===== src/spx_pkg.sv =====
package spx_pkg;

    // ==========================================
    // Register map (byte addresses, one word each)
    localparam logic [3:0] ADDR_LATCH    = 4'h0;
    localparam logic [3:0] ADDR_DIR      = 4'h4;
    localparam logic [3:0] ADDR_PULLUP   = 4'h8;
    localparam logic [3:0] ADDR_CONFIG   = 4'hC;

    // ==========================================
    // Field positions
    localparam int PORT_WIDTH      = 6;
    localparam int WAKE_BIT        = 6;
    localparam int CLKSEL_BIT      = 7;
    localparam int IRQ_PIN         = 2;
    localparam int CLK_PIN         = 4;
    localparam int CFG_SRC_LSB     = 0;
    localparam int CFG_IRQEN_BIT   = 2;

    // ==========================================
    // Reset values
    localparam logic [5:0] DIR_RESET    = 6'h00;
    localparam logic [5:0] PULLUP_RESET = 6'h00;
    localparam logic       CLKSEL_RESET = 1'h0;
    localparam logic [1:0] SRC_RESET    = 2'h0;
    localparam logic       IRQEN_RESET  = 1'h0;

    typedef enum logic [1:0] {
        SRC_INTERNAL = 2'b00,
        SRC_EXTCLK   = 2'b01,
        SRC_RC       = 2'b10,
        SRC_CRYSTAL  = 2'b11
    } spx_src_t;

    typedef struct packed {
        logic [5:0] outVal;
        logic [5:0] outEn;
        logic [5:0] pullEn;
    } spx_pins_t;

    // Bus state machine
    typedef enum logic [0:0] {
        BUS_IDLE = 1'b0,
        BUS_DONE = 1'b1
    } spx_bus_t;

endpackage : spx_pkg


===== src/spx_port.sv =====
// Functional notes
// - six-pin port shared with keypad interrupts
// - reset leaves output latches unchanged
// - direction 1 enables output buffer
// - reset clears all direction bits
// - output bits read back latch value
// - input bits read back pin level
// - latch writable regardless of direction
// - pull-up only when enabled and input
// - output direction disables pull-up immediately
// - pull-up off while enable bit zero
// - wakeup latch readable in data register
// - no seventh pin or bit-six controls
// - pin two is input only
// - irq enabled reads bit two zero
// - irq disabled reads pin two, branch sees one
// - clock-out on pin four for internal/RC
// - clock-out select ignored for crystal/external
// - source select decode 00/01/10/11
// - driven clock equals oscillator clock
// - enabled keypad bits make pins interrupt inputs
module spx_port (
    // Clock and reset
    input  wire logic                clk,
    input  wire logic                nrst,
    // Avalon-MM slave
    input  wire logic [3:0]          address,
    input  wire logic                read,
    input  wire logic                write,
    input  wire logic [31:0]         writedata,
    input  wire logic [3:0]          byteenable,
    output logic      [31:0]         readdata,
    output logic                     waitrequest,
    // Port pins
    input  wire logic [5:0]          pinIn,
    output spx_pkg::spx_pins_t       pins,
    // Neighbouring blocks
    input  wire logic                wakeupRequest,
    input  wire logic [5:0]          keypadInterruptEnables,
    input  wire logic                oscillatorClock,
    output logic      [5:0]          keypadPinLevels,
    output logic                     branchIrqLevel
);

    // ==========================================
    // Pin synchronisers
    logic [5:0] pinMeta;
    logic [5:0] pinSync;
    logic       oscMeta;
    logic       oscSync;
    logic       wakeMeta;
    logic       wakeSync;

    always_ff @(posedge clk) begin
        pinMeta  <= pinIn;
        pinSync  <= pinMeta;
        oscMeta  <= oscillatorClock;
        oscSync  <= oscMeta;
        wakeMeta <= wakeupRequest;
        wakeSync <= wakeMeta;
    end

    // ==========================================
    // Registers
    logic [5:0] portLatchBits;
    logic [5:0] portDirectionBits;
    logic [5:0] portPullupBits;
    logic       clockOutPinSelect;
    logic [1:0] oscillatorSourceSelect;
    logic       irqFunctionEnable;
    spx_pkg::spx_bus_t busState;

    logic busAccess;
    logic wrEn;
    assign busAccess = (read | write) && (busState == spx_pkg::BUS_IDLE);
    // Write lands only on the edge where the master sees waitrequest low
    assign wrEn      = write && (busState == spx_pkg::BUS_DONE) && byteenable[0];

    // Latch has no reset so contents survive it
    always_ff @(posedge clk) begin
        if (wrEn && address == spx_pkg::ADDR_LATCH) begin
            portLatchBits <= writedata[spx_pkg::PORT_WIDTH-1:0];
        end
    end

    always_ff @(posedge clk) begin
        if (!nrst) begin
            portDirectionBits <= spx_pkg::DIR_RESET;
        end else if (wrEn && address == spx_pkg::ADDR_DIR) begin
            portDirectionBits <= writedata[spx_pkg::PORT_WIDTH-1:0];
        end
    end

    always_ff @(posedge clk) begin
        if (!nrst) begin
            portPullupBits    <= spx_pkg::PULLUP_RESET;
            clockOutPinSelect <= spx_pkg::CLKSEL_RESET;
        end else if (wrEn && address == spx_pkg::ADDR_PULLUP) begin
            portPullupBits    <= writedata[spx_pkg::PORT_WIDTH-1:0];
            clockOutPinSelect <= writedata[spx_pkg::CLKSEL_BIT];
        end
    end

    always_ff @(posedge clk) begin
        if (!nrst) begin
            oscillatorSourceSelect <= spx_pkg::SRC_RESET;
            irqFunctionEnable      <= spx_pkg::IRQEN_RESET;
        end else if (wrEn && address == spx_pkg::ADDR_CONFIG) begin
            oscillatorSourceSelect <= writedata[spx_pkg::CFG_SRC_LSB +: 2];
            irqFunctionEnable      <= writedata[spx_pkg::CFG_IRQEN_BIT];
        end
    end

    // ==========================================
    // Clock-out decision
    logic clockOutActive;
    always_comb begin
        case (spx_pkg::spx_src_t'(oscillatorSourceSelect))
            spx_pkg::SRC_INTERNAL: clockOutActive = clockOutPinSelect;
            spx_pkg::SRC_RC:       clockOutActive = clockOutPinSelect;
            default:               clockOutActive = 1'b0;
        endcase
    end

    // ==========================================
    // Pin drive, per bit
    spx_pkg::spx_pins_t next_pins;
    genvar gi;
    generate
        for (gi = 0; gi < spx_pkg::PORT_WIDTH; gi++) begin : g_pin
            if (gi == spx_pkg::IRQ_PIN) begin : g_in_only
                always_comb begin
                    next_pins.outVal[gi] = 1'b0;
                    next_pins.outEn[gi]  = 1'b0;
                    next_pins.pullEn[gi] = portPullupBits[gi] & ~portDirectionBits[gi];
                end
            end else if (gi == spx_pkg::CLK_PIN) begin : g_clk_pin
                always_comb begin
                    next_pins.outVal[gi] = clockOutActive ? oscSync : portLatchBits[gi];
                    next_pins.outEn[gi]  = clockOutActive | portDirectionBits[gi];
                    next_pins.pullEn[gi] = portPullupBits[gi] & ~portDirectionBits[gi]
                                           & ~clockOutActive;
                end
            end else begin : g_gpio
                always_comb begin
                    next_pins.outVal[gi] = portLatchBits[gi];
                    next_pins.outEn[gi]  = portDirectionBits[gi];
                    next_pins.pullEn[gi] = portPullupBits[gi] & ~portDirectionBits[gi];
                end
            end
        end
    endgenerate

    // Registered pins add one cycle; the clock copy is resampled at 20 MHz
    always_ff @(posedge clk) begin
        if (!nrst) begin
            pins <= '0;
        end else begin
            pins <= next_pins;
        end
    end

    // ==========================================
    // Data register readback
    logic [7:0] portView;
    always_comb begin
        portView = 8'h00;
        for (int i = 0; i < spx_pkg::PORT_WIDTH; i++) begin
            portView[i] = portDirectionBits[i] ? portLatchBits[i] : pinSync[i];
        end
        if (irqFunctionEnable) begin
            portView[spx_pkg::IRQ_PIN] = 1'b0;
        end else begin
            portView[spx_pkg::IRQ_PIN] = pinSync[spx_pkg::IRQ_PIN];
        end
        portView[spx_pkg::WAKE_BIT] = wakeSync;
    end

    // ==========================================
    // Keypad and branch-test views
    always_ff @(posedge clk) begin
        if (!nrst) begin
            keypadPinLevels <= 6'h3F;
            branchIrqLevel  <= 1'b1;
        end else begin
            for (int i = 0; i < spx_pkg::PORT_WIDTH; i++) begin
                // Disabled bits idle high so keypad sees no edge
                keypadPinLevels[i] <= keypadInterruptEnables[i] ? pinSync[i] : 1'b1;
            end
            branchIrqLevel <= irqFunctionEnable ? pinSync[spx_pkg::IRQ_PIN] : 1'b1;
        end
    end

    // ==========================================
    // Avalon-MM slave: one wait cycle then answer
    always_ff @(posedge clk) begin
        if (!nrst) begin
            busState    <= spx_pkg::BUS_IDLE;
            waitrequest <= 1'b1;
            readdata    <= 32'h0000_0000;
        end else begin
            case (busState)
                spx_pkg::BUS_IDLE: begin
                    if (busAccess) begin
                        busState    <= spx_pkg::BUS_DONE;
                        waitrequest <= 1'b0;
                        if (address == spx_pkg::ADDR_LATCH) begin
                            readdata <= {24'h000000, portView};
                        end else if (address == spx_pkg::ADDR_DIR) begin
                            readdata <= {26'h0000000, portDirectionBits};
                        end else if (address == spx_pkg::ADDR_PULLUP) begin
                            readdata <= {24'h000000, clockOutPinSelect, 1'b0, portPullupBits};
                        end else if (address == spx_pkg::ADDR_CONFIG) begin
                            readdata <= {29'h00000000, irqFunctionEnable, oscillatorSourceSelect};
                        end else begin
                            readdata <= 32'h0000_0000;
                        end
                    end
                end
                spx_pkg::BUS_DONE: begin
                    busState    <= spx_pkg::BUS_IDLE;
                    waitrequest <= 1'b1;
                end
                default: begin
                    busState    <= spx_pkg::BUS_IDLE;
                    waitrequest <= 1'b1;
                end
            endcase
        end
    end

endmodule : spx_port


===== config.mk =====
export PLATFORM = sky130hd
export DESIGN_NAME = spx_port
export DESIGN_NICKNAME = d
export VERILOG_FILES = /design/src/spx_pkg.sv /design/src/spx_port.sv
export SDC_FILE = /design/constraint.sdc
export NUM_CORES = 1
export LEC_CHECK = 0
export BUFFER_PORTS_ARGS = -buffer_cell sky130_fd_sc_hd__buf_2
export CAP_MARGIN = 20
export CELL_PAD_IN_SITES_DETAIL_PLACEMENT = 2
export CELL_PAD_IN_SITES_GLOBAL_PLACEMENT = 2
export CORE_AREA = 2 2 107 109
export CTS_CLUSTER_DIAMETER = 200
export CTS_CLUSTER_SIZE = 16
export DETAILED_ROUTE_END_ITERATION = 6
export DIE_AREA = 0 0 109 111
export PLACE_DENSITY = 0.73
export SLEW_MARGIN = 0
export SYNTH_ARGS = -nofsm -noshare
export SYNTH_HDL_FRONTEND = slang
export SYNTH_SLANG_ARGS = --single-unit

===== constraint.sdc =====
create_clock -name clk -period 1.2 [get_ports clk]
set_input_delay 0.06 -clock clk [delete_from_list [all_inputs] [get_ports clk]]
set_output_delay 0.06 -clock clk [all_outputs]
set_load 0.1 [all_outputs]

==> impl_results.md, run 1 <==
* Drt total wl at about 7.2 mm
* Metal2 WL at 3.53 mm
* Critical Path End Type: output port
* Synth Area in Compound Gates at 0.107
* Die ar. at 12100 um^2
* Setup CP Type: reg2out
* Hold WC Path Type: in2reg
* Clock Path Buffers at 2
* Cts bufs inserted at 9
* CORE AREA at about 11000 um^2
* Vias in the first global route at 2164
* Crit path arrival time at about 1.1 ns
* Die width at between 100 and 150 um
* RSZ-0062 raised after global routing: true
* # diodes at 0
* DP HPWL at 5.12 mm
* Layout Nets at 391
* Post-DR wirelength/cell at between 15 and 20 um
* Largest stage delay, worst path at 0.42 ns
* Starting density of the core at 0.231
* Ys Warns at 0
* CTS Sinks at 70
* Req. time, crit path at 1.14 ns
* Largest net degree at the start of global routing at 28
* Filler cell count at 1211
* Achievable clock frequency at just under 900 MHz
* Synth Area in Simple Gates at 0.160
* Layout Utilization at 0.316
* GRT Util Overall at 0.126
* Antenna-violating nets left at 0
* CTS tree: done
* Antenna violations before repair at 0
* Net Sw Power at 1720 uW
* Final critical-path required period at between 1 and 1.5 ns
* Area Overhead vs Synth at 36.9%
* Setup TNS at 0 ns
* Skew-Pair Late Insertion Delay at 0.33 ns
* Post-synthesis cell count at 239
* DR WL met3 at 471 um
* Total gr overflow at 0
* Max cap viols at 0
* Wire length of the first global-routing pass at 11.5 mm
* Max-slew violations at 0
* VDD IR max at 0.663 mV
* Post-Synth XOR/XNOR Area at 0
* Clock Skew at 0.00457 ns
* Pre-antenna DRT Iters at 4
* Syn Std Cell Area at between 2000 and 3000 um^2
* Final Hold Fails at 0
* Seq pwr share at 0.424
* Clk root buf: clkbuf_16
* H-tree levels at 3
* Initial drt markers at 69
* Via density at 4.17
* Synth unique cells at 36
* Clock power frac at 0.418
* Rows at 39
* DR vias at roughly 2k
* Ports at about 120
* Int Pwr at 4040 uW
* Pwr dens at 1650 nW/um^2
* Leakage power at roughly 0.0015 uW
* Share of cells above drive strength 1 at 0.328
* Top sig layer: met4
* Main combinational cell family by area after synthesis: simple AND/OR/NAND/NOR gates
* Reg area at 1460 um^2
* CP top delay family: buffers and inverters
* CP Buf/Inv Count at 1
* # setup viols final at 0
* Sw Share at 0.298
* Slowest CP cell: buf_2
* Crit-path cells: buf_2
* Mean Syn Cell Area at roughly 11 um^2
* Multiplexer share of the synthesized area at 0.0592
* Outcome: finished, final reports clean
* Crit path launch type: flop
* Combinational share of power at 0.158
* Buffers on Ports at 61
* DRC viols at 0
* Post-synthesis sequential area ratio at 0.568
* Post-synthesis adder-cell area fraction at 0
* Maximum fanout along the worst path at 2
* Multi-input gate area at 957 um^2
* Fin crit share at 0.960
* Gpl congestion at 0.761
* Clk slew on worst S/H paths at 0.05 ns
* DIE HEIGHT at 111 um
* Wl on met1 at 3.04 mm
* Synthesis-stage register bit count at 70
==> power by group through the flow <==
stage	Clock, uW	Combinational [uW]	Sequential [uW]
final	2410	910	2440
after global routing	2600	949	2450
after detailed placement	0	851	2490
after CTS	2490	905	2440
after global placement	0	839	2490
after floorplan	0	540	2690
==> logic make-up (layout without fill, tap and decap cells) <==
| logic type | after synthesis | after routing |
|---|---|---|
| flip-flops | 70 | 70 |
| AND/OR/NAND/NOR | 68 | 68 |
| AO/OA/AOI/OAI | 43 | 43 |
| buffers and inverters | 42 | 116 |
| multiplexers | 15 | 15 |
| other | 1 | 26 |
==> synthesized netlist by cell type, drive strengths merged <==
library cell  number  area [um^2]
o21a               3         22.5
nor2               3         11.3
nand2b             1         6.26
nor4b              2         30.0
nor4               1         12.5
dfxtp             65         1300
o21bai             1         7.51
o21ai             17         85.1
a31oi              1         6.26
edfxtp             5          150
conb               1         3.75
nand4              1         6.26
and3               2         12.5
o2111ai            2         17.5
mux2               1         11.3
o21ba              1         10.0
or4b               1         13.8
inv                4         15.0
and3b              5         43.8
nor3               1         5.00
a32oi              1         8.76
buf               32          230
a21boi             9         67.6
nor3b              3         22.5
nor2b              4         25.0
a21oi              6         30.0
nand3             12         60.1
and2               7         43.8
clkbuf             6         22.5
mux2i             14          140
nand2             19         71.3
nand3b             6         45.0
a22o               2         17.5
==> what timing repair did <==
action / in CTS / in global routing
endpoints found under the setup margin: 16 / 12
pin swaps: 0 / 2
hold endpoints to repair: 22 / 0
resized for setup: 5 / 4
buffers inserted: 0 / 0
hold buffers: 19 / 0
==> metal layers <==
metal  track usage  vias up
met5             0        -
met4        0.0624        0
met3        0.0464       12
met2         0.201       57
met1         0.146      978
li1              -      959
==> worst register-to-register path, stage by stage, from the launching register on <==
cell and delay, ns:
dfxtp_1 0.33, and3_2 0.23, and2_4 0.17, buf_4 0.13
mux2i_1 0.20
==> registers in the layout, indices dropped and copies added, names as in the netlist, 2 cells and up <==
name,cells
keypadPinLevels,6
oscillatorSourceSelect,2
pinMeta,6
pinSync,6
pins,16
portDirectionBits,6
portLatchBits,5
portPullupBits,6
readdata,8
==> final timing paths <==
check / startpoint / endpoint / slack [ns] / cells past startpoint
worst min-delay path: writedata[2] / portPullupBits[2]$_SDFFE_PN0P_ / 0.03 / 3
worst min register to register: pinMeta[3]$_DFF_P_ / pinSync[3]$_DFF_P_ / 0.33 / 0
worst max-delay path: readdata[3]$_SDFFE_PN0P_ / readdata[3] / 0.05 / 1
worst max register to register: busState$_SDFF_PP0_ / portDirectionBits[0]$_SDFFE_PN0P_ / 0.06 / 4
==> through the flow <==
stage / setup slack (ns) / instance area (um^2) / hold WS, ns / power [uW] / instances
CTS: 0.0116 / 3480 / 0.0167 / 5830 / 481
global route: -0.0118 / 3500 / 0.0378 / 6000 / 481
finish: 0.0485 / 3500 / 0.0327 / 5760 / 481
detailed placement: -0.0601 / 3010 / 0.164 / 3340 / 446
floorplan: 0.0205 / 2660 / 0.0877 / 3230 / 264
global placement: 0.0258 / 3010 / 0.164 / 3330 / 446
==> layout make-up <==
class	instances	share of cell area
Clock buffer	12	0.0705
Tap cell	143	0.0511
Multi-Input combinational cell	152	0.274
Timing Repair Buffer	96	0.176
Sequential cell	70	0.418
Inverter	4	0.00429
Clock inverter	4	0.00644
==> placed cells by master, fill, tap and decap left out, drive strengths merged, types with 7 or more instances in the layout <==
cell         netlist  final
a21boi             9      9
and2               7      7
buf               32     77
clkbuf             6     12
conb               1     26
dfxtp             65     65
dlygate4sd3        0     19
mux2i             14     14
nand2             19     19
nand3             12     12
o21ai             17     17
No activity file was read; power rests on OpenSTA's default activity.
==> run 2, diff against run 1 <==
--- a/config.mk
+++ b/config.mk
@@ -9,12 +9,12 @@
 export CAP_MARGIN = 20
 export CELL_PAD_IN_SITES_DETAIL_PLACEMENT = 2
 export CELL_PAD_IN_SITES_GLOBAL_PLACEMENT = 2
-export CORE_AREA = 2 2 107 109
+export CORE_AREA = 2 2 101 103
 export CTS_CLUSTER_DIAMETER = 200
 export CTS_CLUSTER_SIZE = 16
 export DETAILED_ROUTE_END_ITERATION = 6
-export DIE_AREA = 0 0 109 111
-export PLACE_DENSITY = 0.73
+export DIE_AREA = 0 0 103 105
+export PLACE_DENSITY = 0.78
 export SLEW_MARGIN = 0
 export SYNTH_ARGS = -nofsm -noshare
 export SYNTH_HDL_FRONTEND = slang
==> constraint.sdc (replaced) <==
create_clock -name clk -period 1.3 [get_ports clk]
set_input_delay 0.065 -clock clk [delete_from_list [all_inputs] [get_ports clk]]
set_output_delay 0.065 -clock clk [all_outputs]
set_load 0.1 [all_outputs]
==> impl_results.md, run 2 (synthesis gave the netlist of run 1 again) <==
* Skew-Pair Late Insertion Delay at 0.35 ns (+0.02 ns)
* Clock power frac at 0.367 (-0.051)
* Wire length of the first global-routing pass at 11.1 mm (-3.7%)
* Setup CP Type: reg2reg
* Setup TNS at 0 ns (unchanged)
* Antenna violations before repair at 1 (+1)
* DR vias at 2024 (+0.90%)
* Slew HR at 0.535
* Worst Setup SP: busState$_SDFF_PP0_
* Crit path arrival time at 1.47 ns (+0.38 ns)
* Drt total wl at 7.11 mm (-1.6%)
* Tightest Pin Transition at 0.697 ns
* R2r worst-path depth at 4 (unchanged)
* Via density at 4.27 (+2.4%)
* GRT Util Overall at 0.136 (+0.0103)
* Seq pwr share at 0.463 (+0.039)
* Buffers on Ports at 61 (unchanged)
* CORE AREA at 9640 um^2 (-13%)
* Outcome: finished, final reports clean
* # setup viols final at 0 (unchanged)
* Place WS at 0.0266 ns (+0.0867 ns)
* CTS tree: done
* Max-slew violations at 0 (unchanged)
* Total gr overflow at 0 (unchanged)
* Hold WC Path Type: in2reg
* Max FFs per register at 16 (unchanged)
* Cts bufs inserted at 9 (unchanged)
* Die width at 103 um (-5.5%)
* Initial drt markers at 60 (-13%)
* VDD IR max at 0.516 mV (-22%)
* # diodes at 0 (unchanged)
* Antenna-violating nets left at 0 (unchanged)
* Post-DR wirelength/cell at 15.0 um (-0.17%)
* Min Hold Slack at 0.0148 ns (-0.0179 ns)
* Share of cells above drive strength 1 at 0.308 (-0.0205)
* Leakage power at 0.00149 uW (-2.6%)
* H-tree levels at 3 (unchanged)
* Clock Path Buffers at 2 (unchanged)
* Ports at 116 (unchanged)
* Die ar. at 10800 um^2 (-11%)
* Vias in the first global route at 2130 (-1.6%)
* Clk root buf: clkbuf_8
* DRC viols at 0 (unchanged)
* Max cap viols at 0 (unchanged)
* Req. time, crit path at 1.58 ns (+0.44 ns)
* Commonest non-fill, non-tap cells in the layout: 61 x buf_2, 60 x dfxtp_1, 26 x conb_1
* Net Sw Power at 1570 uW (-8.3%)
* Final std cells w/o fill at 474 (-1.5%)
* CTS Sinks at 70 (unchanged)
* Placed Cells at 438 (-1.8%)
* Final critical-path required period at 1.19 ns
* Largest net degree at the start of global routing at 26 (-7.1%)
* Area Overhead vs Synth at 33.5%
* Rows at 36 (-7.7%)
* Combinational share of power at 0.170 (+0.012)
* Crit path launch type: flop
* Starting density of the core at 0.265 (+0.0344)
* Reg2reg start: busState$_SDFF_PP0_
* DP HPWL at 5.19 mm (+1.3%)
* Pwr dens at 1420 nW/um^2 (-14%)
* Worst Hold Depth at 3 (unchanged)
* Pre-antenna DRT Iters at 4 (unchanged)
* # Post-CTS Setup Buffers at 0 (unchanged)
* Worst Setup EP: portDirectionBits[3]$_SDFFE_PN0P_
* Achievable clock frequency at around 840 MHz
* Sw Share at 0.324 (+0.0259)
* Clock Skew at 0.00559 ns (+0.00102 ns)
* Top reg by flops: pins
* Maximum fanout along the worst path at 5 (+3)
* Critical Path End Type: flop
* Gpl congestion at 0.794 (+4.3%)
* DIE HEIGHT at 105 um (-5.4%)
* Final Hold Fails at 0 (unchanged)
* Layout Nets at 394 (+0.77%)
* Clk slew on worst S/H paths at 0.08 ns (+0.03 ns)
* Fin crit share at 0.917
* Int Pwr at 3280 uW (-19%)
* RSZ-0062 raised after global routing: false
* R2R Path End: portDirectionBits[3]$_SDFFE_PN0P_
* Regs by FF count: pins x16, readdata x8
* Most common cell after layout, fill and taps aside: buf_2
* Flop2flop setup slack at 0.11 ns (+0.05 ns)
* Post-route setup slack at 0.108 ns (+0.0598 ns)
-- run 2: changes by cell type in the layout (fill, tap and decap cells not counted), sizes merged, moves of 2 or more --
cell,delta
inv,+2
clkinvlp,+2
buf,+2
clkbuf,-2
clkinv,-3
-- run 2: power by group through the flow --
stage / Sequential (uW) / Combinational [uW] / Clock [uW]
2_1_floorplan: 2480 / 499 / 0
3_3_place_gp: 2300 / 764 / 0
3_5_place_dp: 2300 / 778 / 0
4_1_cts: 2250 / 828 / 1850
5_1_grt: 2250 / 862 / 1940
6_report: 2250 / 827 / 1780
-- run 2: metal layers --
metal / global-route usage / share of wire / up-vias
li1: - / - / 962
met1: 0.165 / 0.43 / 987
met2: 0.220 / 0.49 / 61
met3: 0.0441 / 0.067 / 14
met4: 0.0545 / 0.021 / 0
met5: 0 / 0 / -
-- run 2: worst min-delay path by stage --
stage,start,end,slack (ns)
floorplan,oscillatorClock,oscMeta$_DFF_P_,0.09
global placement,pinIn[3],pinMeta[3]$_DFF_P_,0.17
detailed placement,pinIn[4],pinMeta[4]$_DFF_P_,0.17
CTS,writedata[7],clockOutPinSelect$_SDFFE_PN0P_,0.008
global route,writedata[7],clockOutPinSelect$_SDFFE_PN0P_,0.02
finish,writedata[7],clockOutPinSelect$_SDFFE_PN0P_,0.01
-- run 2: stage by stage --
step / power, uW / util / area, um^2
final: 4860 / 0.354 / 3410
after global routing: 5060 / 0.354 / 3410
after CTS: 4930 / 0.354 / 3410
after detailed placement: 3080 / 0.312 / 3010
after global placement: 3060 / 0.312 / 3010
after floorplan: 2980 / - / 2660
-- run 2: final cells by class --
cell class	instances	area (um^2)
fill	1092	6230
sequential	70	1460
multi-input combinational	152	936
timing repair buffer	99	641
tap	133	166
clock buffer	10	128
clock inverter	6	70.1
inverter	4	15.0
-- run 2: worst max-delay path, cell delays in order, from the launching register on --
cell and delay [ns]:
dfxtp_2 0.36, and3_4 0.22, and2_1 0.19, buf_4 0.17, mux2i_1 0.18
-- run 2: repair_timing --
| item | CTS | global route |
|---|---|---|
| endpoints found under the setup margin | 4 | 3 |
| hold buffers | 20 | 0 |
| hold endpoints to repair | 26 | 0 |
| resized for setup | 1 | 2 |
==> run 3, diff against run 2 <==
--- a/config.mk
+++ b/config.mk
@@ -7,13 +7,14 @@
 export LEC_CHECK = 0
 export BUFFER_PORTS_ARGS = -buffer_cell sky130_fd_sc_hd__buf_2
 export CAP_MARGIN = 20
-export CELL_PAD_IN_SITES_DETAIL_PLACEMENT = 2
+export CELL_PAD_IN_SITES_DETAIL_PLACEMENT = 1
 export CELL_PAD_IN_SITES_GLOBAL_PLACEMENT = 2
 export CORE_AREA = 2 2 101 103
 export CTS_CLUSTER_DIAMETER = 200
 export CTS_CLUSTER_SIZE = 16
 export DETAILED_ROUTE_END_ITERATION = 6
 export DIE_AREA = 0 0 103 105
+export GPL_ROUTABILITY_DRIVEN = 0
 export PLACE_DENSITY = 0.78
 export SLEW_MARGIN = 0
 export SYNTH_ARGS = -nofsm -noshare
==> impl_results.md, run 3 (synthesis gave the netlist of run 1 again) <==
* Req. time, crit path at 1.56 ns (-0.02 ns)
* Cts bufs inserted at 9 (unchanged)
* DRC viols at 0 (unchanged)
* VDD IR max at 0.428 mV (-17%)
* Slowest CP cell: dfxtp_1
* CP top delay family: simple AND/OR/NAND/NOR gates
* Outcome: finished, final reports clean
* CTS Sinks at 70 (unchanged)
* Hold WC Path Type: in2reg
* Antenna violations before repair at 1 (unchanged)
* Pre-antenna DRT Iters at 4 (unchanged)
* Skew-Pair Late Insertion Delay at 0.34 ns (about the same)
* Starting density of the core at 0.265 (unchanged)
* Crit-path cells: and3_4 -> and2_1 -> buf_4 -> mux2i_1
* Area Overhead vs Synth at 32.7%
* Setup TNS at 0 ns (unchanged)
* Layout Nets at 394 (unchanged)
* Clk slew on worst S/H paths at 0.07 ns (about the same)
* Clock Skew at 0.0108 ns (+0.00524 ns)
* RSZ-0062 raised after global routing: false
* Rows at 36 (unchanged)
* Total gr overflow at 0 (unchanged)
* Die ar. at 10800 um^2 (unchanged)
* Vias in the first global route at 1874 (-12%)
* Buffers on Ports at 61 (unchanged)
* Via density at 4.11 (-3.7%)
* Maximum fanout along the worst path at 5 (unchanged)
* Tightest Pin Transition at 0.683 ns (-0.0134 ns)
* DP HPWL at 4.50 mm (-13%)
* Wire length of the first global-routing pass at 9.54 mm (-14%)
* CP Buf/Inv Count at 1 (unchanged)
* Crit path arrival time at 1.47 ns (about the same)
* Commonest non-fill, non-tap cells in the layout: 61 x dfxtp_1, 61 x buf_2, 26 x conb_1
* GRT Util Overall at 0.117 (-0.0191)
* Share of cells above drive strength 1 at 0.300 (-0.00792)
* Clk root buf: clkbuf_8
* Ports at 116 (unchanged)
* Pwr dens at 1390 nW/um^2 (-2.5%)
* CTS tree: done
* Layout Utilization at 0.352 (-0.00208)
* Setup CP Type: reg2reg
* Dpl cell area at 3010 um^2 (unchanged)
* Crit path launch type: flop
* Largest net degree at the start of global routing at 26 (unchanged)
* Clock Path Buffers at 2 (unchanged)
* Die width at 103 um (unchanged)
* Fin crit share at 0.927 (+0.0107)
* Max-slew violations at 0 (unchanged)
* Drt total wl at 6.19 mm (-13%)
* Largest stage delay, worst path at 0.39 ns (+0.03 ns)
* # setup viols final at 0 (unchanged)
* CORE AREA at 9640 um^2 (unchanged)
* Initial drt markers at 101 (+68%)
* Leakage power at 0.00149 uW (about the same)
* Final Instance Area at 3390 um^2 (-0.59%)
* Post-DR wirelength/cell at 13.1 um (-13%)
* Slew HR at 0.544 (+0.00898)
* Final Hold Fails at 0 (unchanged)
* Antenna-violating nets left at 0 (unchanged)
* # Post-CTS Setup Buffers at 0 (unchanged)
* Max cap viols at 0 (unchanged)
* Achievable clock frequency at 829 MHz (-1.2%)
* Min Hold Slack at 0.00301 ns (-0.0118 ns)
* DIE HEIGHT at 105 um (unchanged)
* Regs by FF count: pins x16, readdata x8
* Max FFs per register at 16 (unchanged)
* Top reg by flops: pins
* H-tree levels at 3 (unchanged)
* Pwr Total at 4710 uW (-3.1%)
* DR vias at 1944 (-4.0%)
* Critical Path End Type: flop
* # diodes at 0 (unchanged)
* Final critical-path required period at 1.21 ns (+0.0139 ns)
## run 3: worst paths after layout
check | startpoint | endpoint | slack (ns) | cells past startpoint
min | writedata[7] | clockOutPinSelect$_SDFFE_PN0P_ | 0.003 | 3
max | busState$_SDFF_PP0_ | portDirectionBits[3]$_SDFFE_PN0P_ | 0.09 | 4
min reg2reg | oscMeta$_DFF_P_ | oscSync$_DFF_P_ | 0.33 | 0
max reg2reg | busState$_SDFF_PP0_ | portDirectionBits[3]$_SDFFE_PN0P_ | 0.09 | 4
## run 3: cell type report
cell class / instances / area (um^2)
fill: 1150 / 6250
sequential: 70 / 1460
multi-input combinational: 152 / 936
timing repair buffer: 99 / 641
tap: 133 / 166
clock buffer: 10 / 128
clock inverter: 5 / 51.3
inverter: 4 / 15.0
## run 3: repair_timing
action,in CTS,in global routing
hold buffers,20,0
resized for setup,0,2
setup endpoints to repair,0,6
hold endpoints to repair,24,0
## run 3: where the power goes
group,total [uW],switching [uW],internal (uW)
clock network,1650,782,863
registers,2250,20.6,2230
logic,818,659,159
## run 3: metal layers
metal / part of all wire / global-route usage / vias up
met5: 0 / 0 / -
met4: 0.013 / 0.0338 / 0
met3: 0.079 / 0.0528 / 8
met2: 0.45 / 0.176 / 60
met1: 0.45 / 0.150 / 916
li1: - / - / 960
## run 3: metrics by stage
stage,worst slack [ns],instances
after floorplan,0.0612,264
after global placement,0.0984,438
after detailed placement,0.0617,438
after CTS,0.0329,473
after global routing,0.00408,473
final,0.0944,473
## run 3: tightest hold or removal path, cell delays in order
cell and delay (ns):
buf_2 0.11, nand3_1 0.06, a21boi_1 0.06
